`src/core/gcro_pkg.sv`:
```
package gcro_pkg;
	localparam int ADDR_W = 8;
	localparam logic [7:0] A_CTRL = 8'h00;
	localparam logic [7:0] A_CMD = 8'h04;
	localparam logic [7:0] A_PRESET = 8'h08;
	localparam logic [7:0] A_SCALE = 8'h0C;
	localparam logic [7:0] A_LIM0 = 8'h10;
	localparam logic [7:0] A_LIM1 = 8'h14;
	localparam logic [7:0] A_LIM2 = 8'h18;
	localparam logic [7:0] A_LIM3 = 8'h1C;
	localparam logic [7:0] A_DISP = 8'h20;
	localparam logic [7:0] A_OFFSET = 8'h24;
	localparam logic [7:0] A_STATE = 8'h28;
	localparam logic [7:0] A_BCD_LO = 8'h2C;
	localparam logic [7:0] A_BCD_HI = 8'h30;
	localparam logic [7:0] A_STAT = 8'h34;
	localparam logic [7:0] A_CLR = 8'h38;
	localparam logic [7:0] A_EN = 8'h3C;
	localparam int CTRL_DIR = 0;
	localparam int CTRL_MODE = 1;
	localparam int CTRL_FIVE = 3;
	localparam logic [3:0] CTRL_RST = 4'h0;
	localparam int CMD_ZERO = 0;
	localparam int CMD_PRESET = 1;
	localparam int CMD_PCLR = 2;
	localparam int CMD_BCD = 3;
	localparam int EV_ORIGIN = 0;
	localparam int EV_NG = 1;
	localparam int EV_RX = 2;
	localparam int EV_BCD = 3;
	localparam int NEV = 4;
	localparam logic [15:0] SCALE_RST = 16'h0001;
	localparam int JUDGE_W = 5;
	localparam int BCD_DIGITS = 10;
	localparam int CLK_MHZ = 250;
	localparam int SPC_HALF_NS = 1000;
	localparam int SPC_HALF_CYC = (SPC_HALF_NS * CLK_MHZ) / 1000;
	localparam int SPC_NIBBLES = 11;
	localparam int SPC_BITS = SPC_NIBBLES * 4;
	localparam int CLK_HZ = 250000000;
	localparam int BAUD = 9600;
	localparam int UART_BIT_CYC = CLK_HZ / BAUD;
	localparam logic [7:0] UC_ZERO = 8'h5A;
	localparam logic [7:0] UC_PRESET = 8'h50;
	localparam logic [7:0] UC_PCLR = 8'h43;
	localparam logic [7:0] UC_READ = 8'h52;
	localparam logic [3:0] SIGN_NEG = 4'h8;
	localparam logic [3:0] SIGN_POS = 4'h0;
	typedef enum logic [1:0] {
		MODE_CUR = 2'b00,
		MODE_MAX = 2'b01,
		MODE_MIN = 2'b10,
		MODE_RUN = 2'b11
	} gcro_mode_t;
	typedef enum logic [1:0] {
		SP_IDLE = 2'b00,
		SP_CONV = 2'b01,
		SP_LOW = 2'b10,
		SP_HIGH = 2'b11
	} gcro_spc_t;
endpackage

```
`src/core/gcro_core.sv`:
```
// Functional notes
// RULE1: zero-set makes the displayed value zero at the present spindle position.
// RULE2: preset makes the displayed value equal the preset value at present position.
// RULE3: direction bit selects whether spindle motion counts up or down.
// RULE4: modes show current value, maximum, minimum, or runout span (max minus min).
// RULE5: compare against two or four limits, three or five stages, drive judge lines.
// RULE6: displayed value can be produced as decimal digits plus sign.
// RULE7: serial measurement code sends sign and digits nibble-wise on clock/data pins.
// RULE8: serial link host reads values and issues zero, preset, peak-clear commands.
// RULE9: working offset is zero after power-on reset.
// RULE10: first origin mark after reset zeroes the position count automatically.
// RULE11: after origin, display is displacement from origin plus offset.
// RULE12: preset stores preset minus origin-relative position as the offset.
// RULE13: offset kept in retained store, reloaded when origin is acquired.
// RULE14: preset also sets max and min to the current value, runout zero.
// RULE15: peak clear resets peaks in peak modes, acts as preset in current mode.
// RULE16: display is signed count times resolution scale, plus offset, each cycle.
module gcro_core
	import gcro_pkg::*;
#(
	parameter int UART_BIT = UART_BIT_CYC
) (
	input wire logic pclk,
	input wire logic presetn,
	input wire logic psel,
	input wire logic penable,
	input wire logic pwrite,
	input wire logic [ADDR_W-1:0] paddr,
	input wire logic [31:0] pwdata,
	output logic [31:0] prdata,
	output logic pready,
	output logic pslverr,
	input wire logic enc_a,
	input wire logic enc_b,
	input wire logic origin_mark,
	input wire logic [31:0] retained_offset,
	output logic retain_wr,
	output logic [31:0] retain_data,
	output logic [JUDGE_W-1:0] judge,
	output logic [4*BCD_DIGITS-1:0] bcd_digits,
	output logic bcd_sign,
	input wire logic spc_req_n,
	output logic spc_clk,
	output logic spc_data,
	input wire logic rs_rxd,
	output logic rs_txd,
	output logic irq
);
	logic [4:0] s1_q, s2_q, prev_q;
	logic [3:0] ctrl_q;
	logic [31:0] preset_q, offset_q, max_q, min_q;
	logic [15:0] scale_q;
	logic [31:0] lim_q [4];
	logic signed [31:0] count_q;
	logic origin_ok_q;
	logic [NEV-1:0] stat_q, en_q, ev;
	logic bcd_sign_q, bcd_busy, bcd_done, bcd_start;
	logic [31:0] rd_d;
	logic wr_acc, cmd_wr;
	gcro_mode_t mode;
	logic signed [31:0] signed_cnt, pos_scaled, cur_val, disp, runout;
	logic quad_up, quad_dn, origin_ev;
	logic u_zero, u_preset, u_pclr, u_read;
	logic do_zero, do_preset, eff_preset, peak_reset;

	// pins from outside: {spc_req_n, rxd, origin, b, a}
	always_ff @(posedge pclk or negedge presetn) begin
		if (!presetn) begin
			s1_q <= 5'h19;
			s2_q <= 5'h19;
			prev_q <= 5'h19;
		end else begin
			s1_q <= {spc_req_n, rs_rxd, origin_mark, enc_b, enc_a};
			s2_q <= s1_q;
			prev_q <= s2_q;
		end
	end

	always_comb begin
		quad_up = 1'b0;
		quad_dn = 1'b0;
		case ({prev_q[1:0], s2_q[1:0]})
			4'h1, 4'h7, 4'hE, 4'h8: quad_up = 1'b1;
			4'h2, 4'hB, 4'hD, 4'h4: quad_dn = 1'b1;
			default: ;
		endcase
	end
	assign origin_ev = s2_q[2] && !prev_q[2] && !origin_ok_q;

	assign mode = gcro_mode_t'(ctrl_q[CTRL_MODE +: 2]);
	assign signed_cnt = ctrl_q[CTRL_DIR] ? -count_q : count_q; // RULE3
	assign pos_scaled = 32'(signed_cnt * $signed({1'b0, scale_q})); // RULE16
	assign cur_val = pos_scaled + $signed(offset_q); // RULE11 RULE16
	assign runout = $signed(max_q) - $signed(min_q); // RULE4

	always_comb begin
		case (mode) // RULE4
			MODE_MAX: disp = $signed(max_q);
			MODE_MIN: disp = $signed(min_q);
			MODE_RUN: disp = runout;
			default: disp = cur_val;
		endcase
	end

	assign wr_acc = psel && penable && pwrite && pready;
	assign cmd_wr = wr_acc && (paddr == A_CMD);
	assign do_zero = (cmd_wr && pwdata[CMD_ZERO]) || u_zero; // RULE8
	assign do_preset = (cmd_wr && pwdata[CMD_PRESET]) || u_preset;
	assign eff_preset = do_preset || ((cmd_wr && pwdata[CMD_PCLR]) || u_pclr)
		&& (mode == MODE_CUR); // RULE15
	assign peak_reset = eff_preset || do_zero || (cmd_wr && pwdata[CMD_PCLR]) || u_pclr;

	always_ff @(posedge pclk or negedge presetn) begin
		if (!presetn) begin
			count_q <= '0;
			origin_ok_q <= 1'b0;
		end else if (origin_ev) begin
			count_q <= '0; // RULE10
			origin_ok_q <= 1'b1;
		end else if (quad_up) begin
			count_q <= count_q + 32'sd1;
		end else if (quad_dn) begin
			count_q <= count_q - 32'sd1;
		end
	end

	// retained store is written on every change so it outlives power-off
	always_ff @(posedge pclk or negedge presetn) begin
		if (!presetn) begin
			offset_q <= '0; // RULE9
			retain_wr <= 1'b0;
			retain_data <= '0;
		end else begin
			retain_wr <= 1'b0;
			if (origin_ev) begin
				offset_q <= retained_offset; // RULE13
			end else if (eff_preset) begin
				offset_q <= 32'(preset_q - pos_scaled); // RULE2 RULE12
				retain_wr <= 1'b1;
				retain_data <= 32'(preset_q - pos_scaled); // RULE13
			end else if (do_zero) begin
				offset_q <= 32'(-pos_scaled); // RULE1
				retain_wr <= 1'b1;
				retain_data <= 32'(-pos_scaled);
			end
		end
	end

	always_ff @(posedge pclk or negedge presetn) begin
		if (!presetn) begin
			max_q <= '0;
			min_q <= '0;
		end else if (origin_ev) begin
			max_q <= retained_offset;
			min_q <= retained_offset;
		end else if (eff_preset) begin
			max_q <= preset_q; // RULE14
			min_q <= preset_q;
		end else if (do_zero) begin
			max_q <= '0;
			min_q <= '0;
		end else if (peak_reset) begin
			max_q <= 32'(cur_val); // RULE15
			min_q <= 32'(cur_val);
		end else begin
			if (cur_val > $signed(max_q)) begin
				max_q <= 32'(cur_val);
			end
			if (cur_val < $signed(min_q)) begin
				min_q <= 32'(cur_val);
			end
		end
	end

	// three-stage uses limits 1 and 2 only; stage lines are one-hot
	always_ff @(posedge pclk or negedge presetn) begin
		if (!presetn) begin
			judge <= '0;
		end else begin
			judge <= '0; // RULE5
			if (ctrl_q[CTRL_FIVE] && disp < $signed(lim_q[0])) begin
				judge[0] <= 1'b1;
			end else if (disp < $signed(lim_q[1])) begin
				judge[1] <= 1'b1;
			end else if (ctrl_q[CTRL_FIVE] && disp > $signed(lim_q[3])) begin
				judge[4] <= 1'b1;
			end else if (disp > $signed(lim_q[2])) begin
				judge[3] <= 1'b1;
			end else begin
				judge[2] <= 1'b1;
			end
		end
	end

	// serial measurement code
	gcro_spc_t sp_q;
	logic [SPC_BITS-1:0] sp_sh_q;
	logic [5:0] sp_bit_q;
	logic [15:0] sp_cnt_q;

	// no restart on the done cycle, else a second conversion and event follow
	assign bcd_start = (cmd_wr && pwdata[CMD_BCD])
		|| (sp_q == SP_CONV && !bcd_busy && !bcd_done); // RULE6
	gcro_bcd #(.W(32), .D(BCD_DIGITS)) u_bcd (
		.pclk(pclk),
		.presetn(presetn),
		.start(bcd_start),
		.mag(disp[31] ? 32'(-disp) : 32'(disp)),
		.busy(bcd_busy),
		.done(bcd_done),
		.digits(bcd_digits)
	);
	always_ff @(posedge pclk or negedge presetn) begin
		if (!presetn) begin
			bcd_sign_q <= 1'b0;
		end else if (bcd_start && !bcd_busy) begin
			bcd_sign_q <= disp[31];
		end
	end
	assign bcd_sign = bcd_sign_q;

	always_ff @(posedge pclk or negedge presetn) begin
		if (!presetn) begin
			sp_q <= SP_IDLE;
			sp_sh_q <= '0;
			sp_bit_q <= 6'h00;
			sp_cnt_q <= 16'h0000;
			spc_clk <= 1'b1;
			spc_data <= 1'b0;
		end else begin
			case (sp_q) // RULE7
				SP_IDLE: begin
					spc_clk <= 1'b1;
					if (!s2_q[4] && prev_q[4]) begin
						sp_q <= SP_CONV;
					end
				end
				SP_CONV: begin
					if (bcd_done) begin
						sp_sh_q <= {bcd_digits, bcd_sign_q ? SIGN_NEG : SIGN_POS};
						sp_bit_q <= 6'(SPC_BITS);
						sp_cnt_q <= 16'(SPC_HALF_CYC - 1);
						sp_q <= SP_LOW;
					end
				end
				SP_LOW: begin
					spc_clk <= 1'b0;
					spc_data <= sp_sh_q[0];
					if (sp_cnt_q == 16'h0000) begin
						sp_cnt_q <= 16'(SPC_HALF_CYC - 1);
						sp_q <= SP_HIGH;
					end else begin
						sp_cnt_q <= sp_cnt_q - 16'h0001;
					end
				end
				SP_HIGH: begin
					spc_clk <= 1'b1;
					if (sp_cnt_q == 16'h0000) begin
						sp_cnt_q <= 16'(SPC_HALF_CYC - 1);
						sp_sh_q <= {1'b0, sp_sh_q[SPC_BITS-1:1]};
						sp_bit_q <= sp_bit_q - 6'h01;
						sp_q <= (sp_bit_q == 6'h01) ? SP_IDLE : SP_LOW;
					end else begin
						sp_cnt_q <= sp_cnt_q - 16'h0001;
					end
				end
				default: sp_q <= SP_IDLE;
			endcase
		end
	end

	// host serial link, 8N1
	logic rx_busy_q, rx_valid_q;
	logic [3:0] rx_bit_q;
	logic [7:0] rx_sh_q;
	logic [15:0] rx_cnt_q, tx_cnt_q;
	logic [9:0] tx_fr_q;
	logic [3:0] tx_bit_q;
	logic [2:0] tx_left_q;
	logic [31:0] tx_word_q;

	always_ff @(posedge pclk or negedge presetn) begin
		if (!presetn) begin
			rx_busy_q <= 1'b0;
			rx_valid_q <= 1'b0;
			rx_bit_q <= 4'h0;
			rx_sh_q <= 8'h00;
			rx_cnt_q <= 16'h0000;
		end else begin
			rx_valid_q <= 1'b0;
			if (!rx_busy_q) begin
				if (!s2_q[3]) begin
					rx_busy_q <= 1'b1;
					rx_cnt_q <= 16'(UART_BIT / 2);
					rx_bit_q <= 4'h0;
				end
			end else if (rx_cnt_q != 16'h0000) begin
				rx_cnt_q <= rx_cnt_q - 16'h0001;
			end else begin
				rx_cnt_q <= 16'(UART_BIT - 1);
				rx_bit_q <= rx_bit_q + 4'h1;
				if (rx_bit_q == 4'h0 && s2_q[3]) begin
					rx_busy_q <= 1'b0;
				end else if (rx_bit_q == 4'h9) begin
					rx_busy_q <= 1'b0;
					rx_valid_q <= s2_q[3];
				end else if (rx_bit_q != 4'h0) begin
					rx_sh_q <= {s2_q[3], rx_sh_q[7:1]};
				end
			end
		end
	end
	assign u_zero = rx_valid_q && rx_sh_q == UC_ZERO; // RULE8
	assign u_preset = rx_valid_q && rx_sh_q == UC_PRESET;
	assign u_pclr = rx_valid_q && rx_sh_q == UC_PCLR;
	assign u_read = rx_valid_q && rx_sh_q == UC_READ;

	// a read during a reply is dropped: no queue behind the transmitter
	always_ff @(posedge pclk or negedge presetn) begin
		if (!presetn) begin
			tx_fr_q <= 10'h3FF;
			tx_bit_q <= 4'h0;
			tx_left_q <= 3'h0;
			tx_word_q <= '0;
			tx_cnt_q <= 16'h0000;
			rs_txd <= 1'b1;
		end else begin
			if (u_read && tx_left_q == 3'h0 && tx_bit_q == 4'h0) begin
				tx_word_q <= 32'(disp); // RULE8
				tx_left_q <= 3'h4;
			end else if (tx_bit_q == 4'h0 && tx_left_q != 3'h0) begin
				tx_fr_q <= {1'b1, tx_word_q[7:0], 1'b0};
				tx_word_q <= {8'h00, tx_word_q[31:8]};
				tx_left_q <= tx_left_q - 3'h1;
				tx_bit_q <= 4'hA;
				tx_cnt_q <= 16'(UART_BIT - 1);
			end else if (tx_bit_q != 4'h0) begin
				rs_txd <= tx_fr_q[0];
				if (tx_cnt_q == 16'h0000) begin
					tx_cnt_q <= 16'(UART_BIT - 1);
					tx_fr_q <= {1'b1, tx_fr_q[9:1]};
					tx_bit_q <= tx_bit_q - 4'h1;
				end else begin
					tx_cnt_q <= tx_cnt_q - 16'h0001;
				end
			end else begin
				rs_txd <= 1'b1;
			end
		end
	end

	// apb slave: one wait state, writes land with pready
	logic prev_go_q;
	assign ev = {bcd_done, rx_valid_q, judge[2] == 1'b0 && judge != '0 && prev_go_q, origin_ev};
	always_ff @(posedge pclk or negedge presetn) begin
		if (!presetn) begin
			prev_go_q <= 1'b0;
			stat_q <= '0;
			en_q <= '0;
			irq <= 1'b0;
		end else begin
			prev_go_q <= judge[2];
			stat_q <= (stat_q & ~((wr_acc && paddr == A_CLR) ? pwdata[NEV-1:0] : '0)) | ev;
			if (wr_acc && paddr == A_EN) begin
				en_q <= pwdata[NEV-1:0];
			end
			irq <= |(stat_q & en_q);
		end
	end

	always_ff @(posedge pclk or negedge presetn) begin
		if (!presetn) begin
			ctrl_q <= CTRL_RST;
			preset_q <= '0;
			scale_q <= SCALE_RST;
			lim_q <= '{default: '0};
		end else if (wr_acc) begin
			case (paddr)
				A_CTRL: ctrl_q <= pwdata[3:0];
				A_PRESET: preset_q <= pwdata;
				A_SCALE: scale_q <= pwdata[15:0];
				A_LIM0: lim_q[0] <= pwdata;
				A_LIM1: lim_q[1] <= pwdata;
				A_LIM2: lim_q[2] <= pwdata;
				A_LIM3: lim_q[3] <= pwdata;
				default: ;
			endcase
		end
	end

	always_comb begin
		case (paddr)
			A_CTRL: rd_d = {28'h0000000, ctrl_q};
			A_PRESET: rd_d = preset_q;
			A_SCALE: rd_d = {16'h0000, scale_q};
			A_LIM0: rd_d = lim_q[0];
			A_LIM1: rd_d = lim_q[1];
			A_LIM2: rd_d = lim_q[2];
			A_LIM3: rd_d = lim_q[3];
			A_DISP: rd_d = 32'(disp);
			A_OFFSET: rd_d = offset_q;
			A_STATE: rd_d = {18'h00000, bcd_sign_q, bcd_busy, 5'(judge), 6'h00, origin_ok_q};
			A_BCD_LO: rd_d = bcd_digits[31:0];
			A_BCD_HI: rd_d = {24'h000000, bcd_digits[39:32]};
			A_STAT: rd_d = {28'h0000000, stat_q};
			A_EN: rd_d = {28'h0000000, en_q};
			default: rd_d = 32'h00000000;
		endcase
	end

	always_ff @(posedge pclk or negedge presetn) begin
		if (!presetn) begin
			pready <= 1'b0;
			pslverr <= 1'b0;
			prdata <= '0;
		end else begin
			pready <= psel && penable && !pready;
			pslverr <= psel && penable && !pready && (paddr[1:0] != 2'b00 || paddr > A_EN);
			if (psel && penable && !pready && !pwrite) begin
				prdata <= rd_d;
			end else if (psel && penable && !pready && (paddr[1:0] != 2'b00 || paddr > A_EN)) begin
				prdata <= '0;
			end
		end
	end
endmodule

```
`src/core/gcro_bcd.sv`:
```
module gcro_bcd
	import gcro_pkg::*;
#(
	parameter int W = 32,
	parameter int D = 10
) (
	input wire logic pclk,
	input wire logic presetn,
	input wire logic start,
	input wire logic [W-1:0] mag,
	output logic busy,
	output logic done,
	output logic [4*D-1:0] digits
);
	logic [4*D-1:0] work_q;
	logic [4*D-1:0] adj;
	logic [W-1:0] bin_q;
	logic [7:0] cnt_q;

	// shift-add-3, one bit a cycle: slow but tiny
	always_comb begin
		adj = work_q;
		for (int i = 0; i < D; i++) begin
			if (work_q[4*i +: 4] >= 4'h5) begin
				adj[4*i +: 4] = work_q[4*i +: 4] + 4'h3;
			end
		end
	end

	always_ff @(posedge pclk or negedge presetn) begin
		if (!presetn) begin
			work_q <= '0;
			bin_q <= '0;
			cnt_q <= 8'h00;
			busy <= 1'b0;
			done <= 1'b0;
			digits <= '0;
		end else begin
			done <= 1'b0;
			if (!busy && start) begin
				work_q <= '0;
				bin_q <= mag;
				cnt_q <= 8'(W);
				busy <= 1'b1;
			end else if (busy) begin
				{work_q, bin_q} <= {adj[4*D-2:0], bin_q, 1'b0};
				cnt_q <= cnt_q - 8'h01;
				if (cnt_q == 8'h01) begin
					busy <= 1'b0;
					done <= 1'b1;
					digits <= {adj[4*D-2:0], bin_q[W-1]};
				end
			end
		end
	end
endmodule

```
`config.mk`:
```
export PLATFORM = sky130hd
export DESIGN_NAME = gcro_core
export DESIGN_NICKNAME = d
export VERILOG_FILES = /design/src/core/gcro_pkg.sv /design/src/core/gcro_core.sv /design/src/core/gcro_bcd.sv
export SDC_FILE = /design/constraint.sdc
export NUM_CORES = 2
export LEC_CHECK = 0
export ABC_AREA = 1
export BUFFER_PORTS_ARGS = -buffer_cell sky130_fd_sc_hd__buf_2
export CORE_MARGIN = 8
export CORE_UTILIZATION = 35
export DETAILED_ROUTE_END_ITERATION = 12
export PLACE_DENSITY = 0.49
export RECOVER_POWER = 100
export SLEW_MARGIN = 10
export SYNTH_ARGS = -nofsm -noshare
export SYNTH_HDL_FRONTEND = slang
export SYNTH_SLANG_ARGS = --single-unit
```
`constraint.sdc`:
```
create_clock -name pclk -period 24.7 [get_ports pclk]
set_input_delay 4.94 -clock pclk [delete_from_list [all_inputs] [get_ports pclk]]
set_output_delay 4.94 -clock pclk [all_outputs]
set_load 0.03 [all_outputs]
```
After elaboration in Yosys (flattened, before gate mapping)
Index checks and enable logic that the tools add are counted.
- output and inout bits: 117
- flip-flop bits (word level): 695
- word-level logic and storage cells: 348
- equal/unequal tests: 42
- bitwise operators: 12
- multiply operators: 1
- add/sub/neg operators: 26
- muxes and demuxes: 104
- reductions and logical operators: 97
- order comparisons: 17
- operator list (operator ; number):
    32-bit 2-to-1 mux ; 24
    32-bit one-hot mux with 14 select lines ; 1
    16-bit 2-to-1 mux ; 8
    32-bit > comparator ; 3
    32-bit < comparator ; 3
    32-bit negator ; 3
    32-bit one-hot mux with 3 select lines ; 1
    44-bit 2-to-1 mux ; 2
    44-bit one-hot mux with 2 select lines ; 1
    40-bit 2-to-1 mux ; 2
    4-bit 2-to-1 mux ; 18
    8-bit by 6-bit equality test with 1-bit output (second input constant) ; 8
    32-bit subtractor ; 2
    16-bit by 1-bit subtractor with 16-bit output (second input constant) ; 3
    4-bit by 3-bit greater-or-equal comparator with 1-bit output (second input constant) ; 10
    4-bit by 2-bit adder with 4-bit output (second input constant) ; 9
    32-bit by 2-bit adder with 32-bit output (second input constant) ; 1
    32-bit adder ; 1
    8-bit by 5-bit equality test with 1-bit output (second input constant) ; 4
    8-bit by 7-bit equality test with 1-bit output (second input constant) ; 4
    1-bit logical AND ; 32
    16-bit zero test ; 2
    32-bit by 17-bit multiplier with 32-bit output ; 1
    16-bit one-hot mux with 2 select lines ; 1
    other kinds (50) ; 155

Longest topological paths before layout
- depth in word-level cells: 15
- depth in mapped cells: 68
- depth with buffers taken out: 66

Cells and area by module
A second synthesis with hierarchy kept.
- cell total of the unflattened synthesis: 7556
- area total of the unflattened synthesis: 56939.6 µm²
- by module, submodules not included (module ; sequential area each (µm²) ; area each (µm²) ; cells each ; times used):
    gcro_core ; 14313.7 ; 50948.9 ; 6836 ; 1
    gcro_bcd ; 3052.9 ; 5990.7 ; 720 ; 1

Least setup slack after synthesis
No wires, ideal clock.
- kind: flip-flop to flip-flop
- from: register count_q[0]
- to: register min_q[0]
- setup slack: 14253 ps
- arrival time: 10314 ps
- library setup time: 133 ps
- buffers on the path: 2
- stages on the path, launching flop included: 57
- period minus slack after synthesis: 10447 ps
- cell sequence: dfrtp_1 -> buf_6 -> clkinv_4 -> ha_1 -> nand3_2 -> inv_1 -> nand2_1 -> nor2_1 -> o21ai_0 -> nand2_1 -> inv_1 -> nor2_1 -> fa_1 -> inv_1 -> fa_1 -> fa_1 -> fa_1 -> inv_1 -> (+21 left out) -> nor4_1 -> a221oi_1 -> o21ai_0 -> inv_1 -> o21ai_0 -> or2_2 -> nand2_1 -> inv_1 -> nand3_1 -> nand2_1 -> ha_1 -> nand4_1 -> nor3_1 -> a2111oi_0 -> nand2_1 -> o31ai_1 -> clkbuf_1 -> o21ai_0
- cells in the longest elaborated chain, start to end: 9
- ends and longest elaborated chain (what ; line ; source):
    from (decl) ; gcro_core.sv:54 ; logic signed [31:0] count_q;
    from (signal assigned) ; gcro_core.sv:121 ; count_q <= count_q + 32'sd1;
    from (signal assigned) ; gcro_core.sv:123 ; count_q <= count_q - 32'sd1;
    32-bit negator ; gcro_core.sv:91 ; assign signed_cnt = ctrl_q[CTRL_DIR] ? -count_q : count_q;
    32-bit 2-to-1 mux * ; gcro_core.sv:91 ;
    32-bit by 17-bit multiplier with 32-bit output * ; gcro_core.sv:92 ; assign pos_scaled = 32'(signed_cnt * $signed({1'b0, scale_q}));
    32-bit adder * ; gcro_core.sv:93 ; assign cur_val = pos_scaled + $signed(offset_q);
    branches (longest 5 deep; another with 32-bit < comparator) ; - ;
    to (signal assigned) ; gcro_core.sv:155 ; min_q <= retained_offset;
    to (signal assigned) ; gcro_core.sv:158 ; min_q <= preset_q;
    to (signal assigned) ; gcro_core.sv:164 ; min_q <= 32'(cur_val);
    to (decl) ; gcro_core.sv:51 ; logic [31:0] preset_q, offset_q, max_q, min_q;
Every way passes the cells marked *. The select of a mux whose other input is x is not followed.
A chain may end at the register's enable or synchronous reset.

Worst setup path after layout
- from: register count_q[0]
- to: register max_q[4]
- cells in the longest elaborated chain, start to end: 9
- ends and longest elaborated chain (what ; line ; source):
    32-bit negator ; gcro_core.sv:91 ;
    32-bit 2-to-1 mux * ; gcro_core.sv:91 ;
    32-bit by 17-bit multiplier with 32-bit output * ; gcro_core.sv:92 ;
    32-bit adder * ; gcro_core.sv:93 ;
    branches (longest 5 deep; another with 32-bit > comparator) ; - ;
    to (signal assigned) ; gcro_core.sv:154 ; max_q <= retained_offset;
    to (signal assigned) ; gcro_core.sv:157 ; max_q <= preset_q;
    to (signal assigned) ; gcro_core.sv:163 ; max_q <= 32'(cur_val);
    to (decl) ; gcro_core.sv:51 ;
Marked as above.

==> metrics <==
final critical-path required period=between 15 and 20 ns; Sequential Power Share=roughly 29%; Setup Skew=between 0.04 and 0.05 ns; Post-Route WL=about 230000 um; buffers plus inverters on the worst setup path=10; top_reg_cell synth=dfrtp_1; cell repeated most along the worst path=nand2_1; Hold Crit Class=register to register; Worst-path clk slew=around 0.05 ns; ys async rst share=between 90% and 100%; Critical Path End Type=register; CTS tree=built; Sw Share=45.64%; syn nets=between 8000 and 9000; Area growth, synth to finish=10.82%; register bit total from synthesis=693; NetSw=around 2.3 mW; crit-path max FO=33; First-pass DRT Iterations=6; Final Cycle Share=around two thirds; gr usage total=around 25%; Post-Syn Area per Cell=around 7.6 um^2; kind of critical path=register to register; die height=~420 um; clock network fraction of design power=around a quarter; PD cells=82.00 nW/um^2; Boundary Pins=approximately 200; hold-fix buffer count after cts=0; largest net degree at the start of global routing=slightly below 90; Initial DRC Count=4225; CP max stage cell=o21ai_0; WP data required=~25 ns; first-pass GRT wire length=approximately 340000 um; failing checks=capacitance limit, slew limit; Comb power frac=44.8%; per-cell routed wire length=23.05 um; Num CTS Buffers=88; total power=around 5 mW; layout cell share with drive strength beyond 1=under 10%; initial antenna violation count=9; clk root buf=clkbuf_16; filler instances=roughly 17000; final cell count without fillers=9839; Slew headroom=-267.9%; Residual DRC=0; detailed-placement wirelength estimate=between 150000 and 200000 um; outcome=finished, violations left; Final nets=8432; Critical Path Start Type=register; Fin. Hold Viols=0; global route total overflow=0; Cell Int Power=2.783 mW; met2 Use GR=a little over two fifths; warnings from Yosys=0; Resized cells post-CTS=0; max cap viols=27; antenna viol nets, final=0; Slowest Stage Delay on Critical Path=2.45 ns; global routing's busiest layer=met2; Routability Congestion=about 1; Worst Tran Pin Value=approximately 5.5 ns; peak supply drop=0.06386 mV; post-synthesis sequential area ratio=around 30%; core area=between 150000 and 200000 um^2; vias in the first global route=51077; GR Layer Usage met3=3.241%; clk buf depth=3; Post-Synthesis Cell Area=between 50000 and 60000 um^2; die area=roughly 170000 um^2; library cells used by synthesis=between 60 and 70; placed cells=about 9700; EDFF count, synth=0; via count=between 50000 and 60000; Crit path max-delay family=compound AO/OA/AOI/OAI gates; Slew Viols, Final=1462; setup violators final=0; fmax=around 0.062 GHz; DIE WIDTH=417.2 um; final hold slack=about 0.35 ns; post-layout util=between 30% and 40%; total clock sinks=between 600 and 700; Via density=5.234; TNS Setup=0 ns; GRT met1 Usage=between 30% and 40%; IO buf count=198; Arr. time, crit path=roughly 17 ns; Worst-Skew Late Latency=0.74 ns; unrepaired setup endpoints after global routing=false; post-CTS setup buffer count=0; Syn Inst Count=7453; H-tree depth=3; Initial Util=a little over a third; standard-cell rows=around 150; LEAKAGE=29.71 nW
-- stage by stage --
stage                     area [um^2]  setup slack (ns)
after floorplan                 56330             14.25
after global placement          59860             12.11
after detailed placement        59860             11.65
after CTS                       62870             11.63
after global routing            62400             6.600
final                           62420             8.526
-- worst reg2reg max path, delay by kind of cell (launching register included) --
kind / cells / cell delay, ns
AO/OA/AOI/OAI: 10 / 4.58
AND/OR/NAND/NOR: 19 / 2.97
adder cells (fa/ha/maj): 10 / 4.25
flip-flops: 1 / 0.87
buffers and inverters: 10 / 2.41
XOR/XNOR: 2 / 0.89
-- routing by layer --
layer  up-vias  routed length [um]
li1      24441                   -
met5         -                   0
met4         0               16830
met2      1492              104100
met1     25072               94940
met3       490               10950
-- cells in the final DEF, fill, tap and decap left out, types with 16 or more instances in the layout --
| master | count |
|---|---|
| inv_1 | 1249 |
| clkbuf_8 | 16 |
| clkbuf_1 | 195 |
| o21ai_0 | 706 |
| nand2_1 | 1705 |
| ha_1 | 439 |
| nor2_1 | 607 |
| nand4_1 | 57 |
| nor4_1 | 26 |
| a21o_1 | 16 |
| a221oi_1 | 41 |
| o22ai_1 | 151 |
| xor2_1 | 94 |
| o221ai_1 | 24 |
| nor3_1 | 48 |
| fa_1 | 308 |
| xnor2_1 | 27 |
| buf_4 | 43 |
| nand3_1 | 270 |
| dfrtp_1 | 673 |
| o211ai_1 | 33 |
| clkbuf_16 | 88 |
| a21oi_1 | 382 |
| clkinv_1 | 20 |
| a31oi_1 | 61 |
| dfstp_2 | 18 |
| buf_2 | 80 |
| nand2_2 | 18 |
| a22o_1 | 28 |
| or2_2 | 65 |
-- synth_stat cells, types with 33 or more instances --
cell | number | area share [%]
o211ai_1 | 33 | 0.44
clkbuf_1 | 203 | 1.4
a31oi_1 | 61 | 0.68
a21oi_1 | 382 | 3.4
o22ai_1 | 151 | 1.7
fa_1 | 308 | 11
nor3_1 | 48 | 0.43
dfrtp_1 | 673 | 30
a221oi_1 | 41 | 0.64
or2_2 | 66 | 0.73
ha_1 | 439 | 9.8
nand4_1 | 57 | 0.63
nand3_1 | 268 | 2.4
nand2_1 | 1703 | 11
nor2_1 | 608 | 4.1
o21ai_0 | 681 | 6.1
inv_1 | 1246 | 8.3
xor2_1 | 94 | 1.5
-- cell families (layout without fill, tap and decap cells) --
logic type	after synthesis	count (layout)	share of synthesized area, %
other	0	7	0
buffers and inverters	1508	1727	10.19
AOI/OAI and AO/OA	1536	1536	15.47
xor gates and xnor gates	121	121	1.882
DFF	693	693	30.83
and+or+nand+nor	2845	2845	20.87
muxes	3	3	0.05997
adders and majority gates	747	747	20.70
-- power by group through the flow --
stage               Combinational (mW)  Clock (mW)  Sequential (mW)
finish                            2.29        1.36             1.46
floorplan                         1.56           0             1.40
global route                      2.58        1.43             1.47
detailed placement                2.27           0             1.48
global placement                  2.25           0             1.48
CTS                               2.29        1.40             1.46
-- cell type report --
cell class	instances	area, um^2	share of cell area (%)
clock inverters	30	489.2	0.7837
multi-input cells	5252	33180	53.15
clock buffers	129	2516	4.031
inverters	1275	4790	7.673
repair buffers	293	1361	2.181
flip-flops and latches	693	17370	27.82
diodes	7	17.52	0.02806
well taps	2160	2703	4.330
-- final timing paths --
check                      slack, ns        from  cells after the start              end
max                             8.53  count_q[0]                     51         max_q[4]
min                             0.35     s1_q[1]                      0          s2_q[1]
max reg2reg                     8.53  count_q[0]                     51         max_q[4]
min reg2reg                     0.35     s1_q[1]                      0          s2_q[1]
max in group asynchronous       8.90     presetn                      4  u_bcd.bin_q[20]
min in group asynchronous       6.20     presetn                      1        min_q[23]
-- state kept, by name, indices dropped and copies added (netlist names), 40 cells and up --
signal,count
u_bcd.work_q,40
sp_sh_q,44
u_bcd.digits,40
lim_q,128
Note: power is estimated with default switching activity, not from simulation.
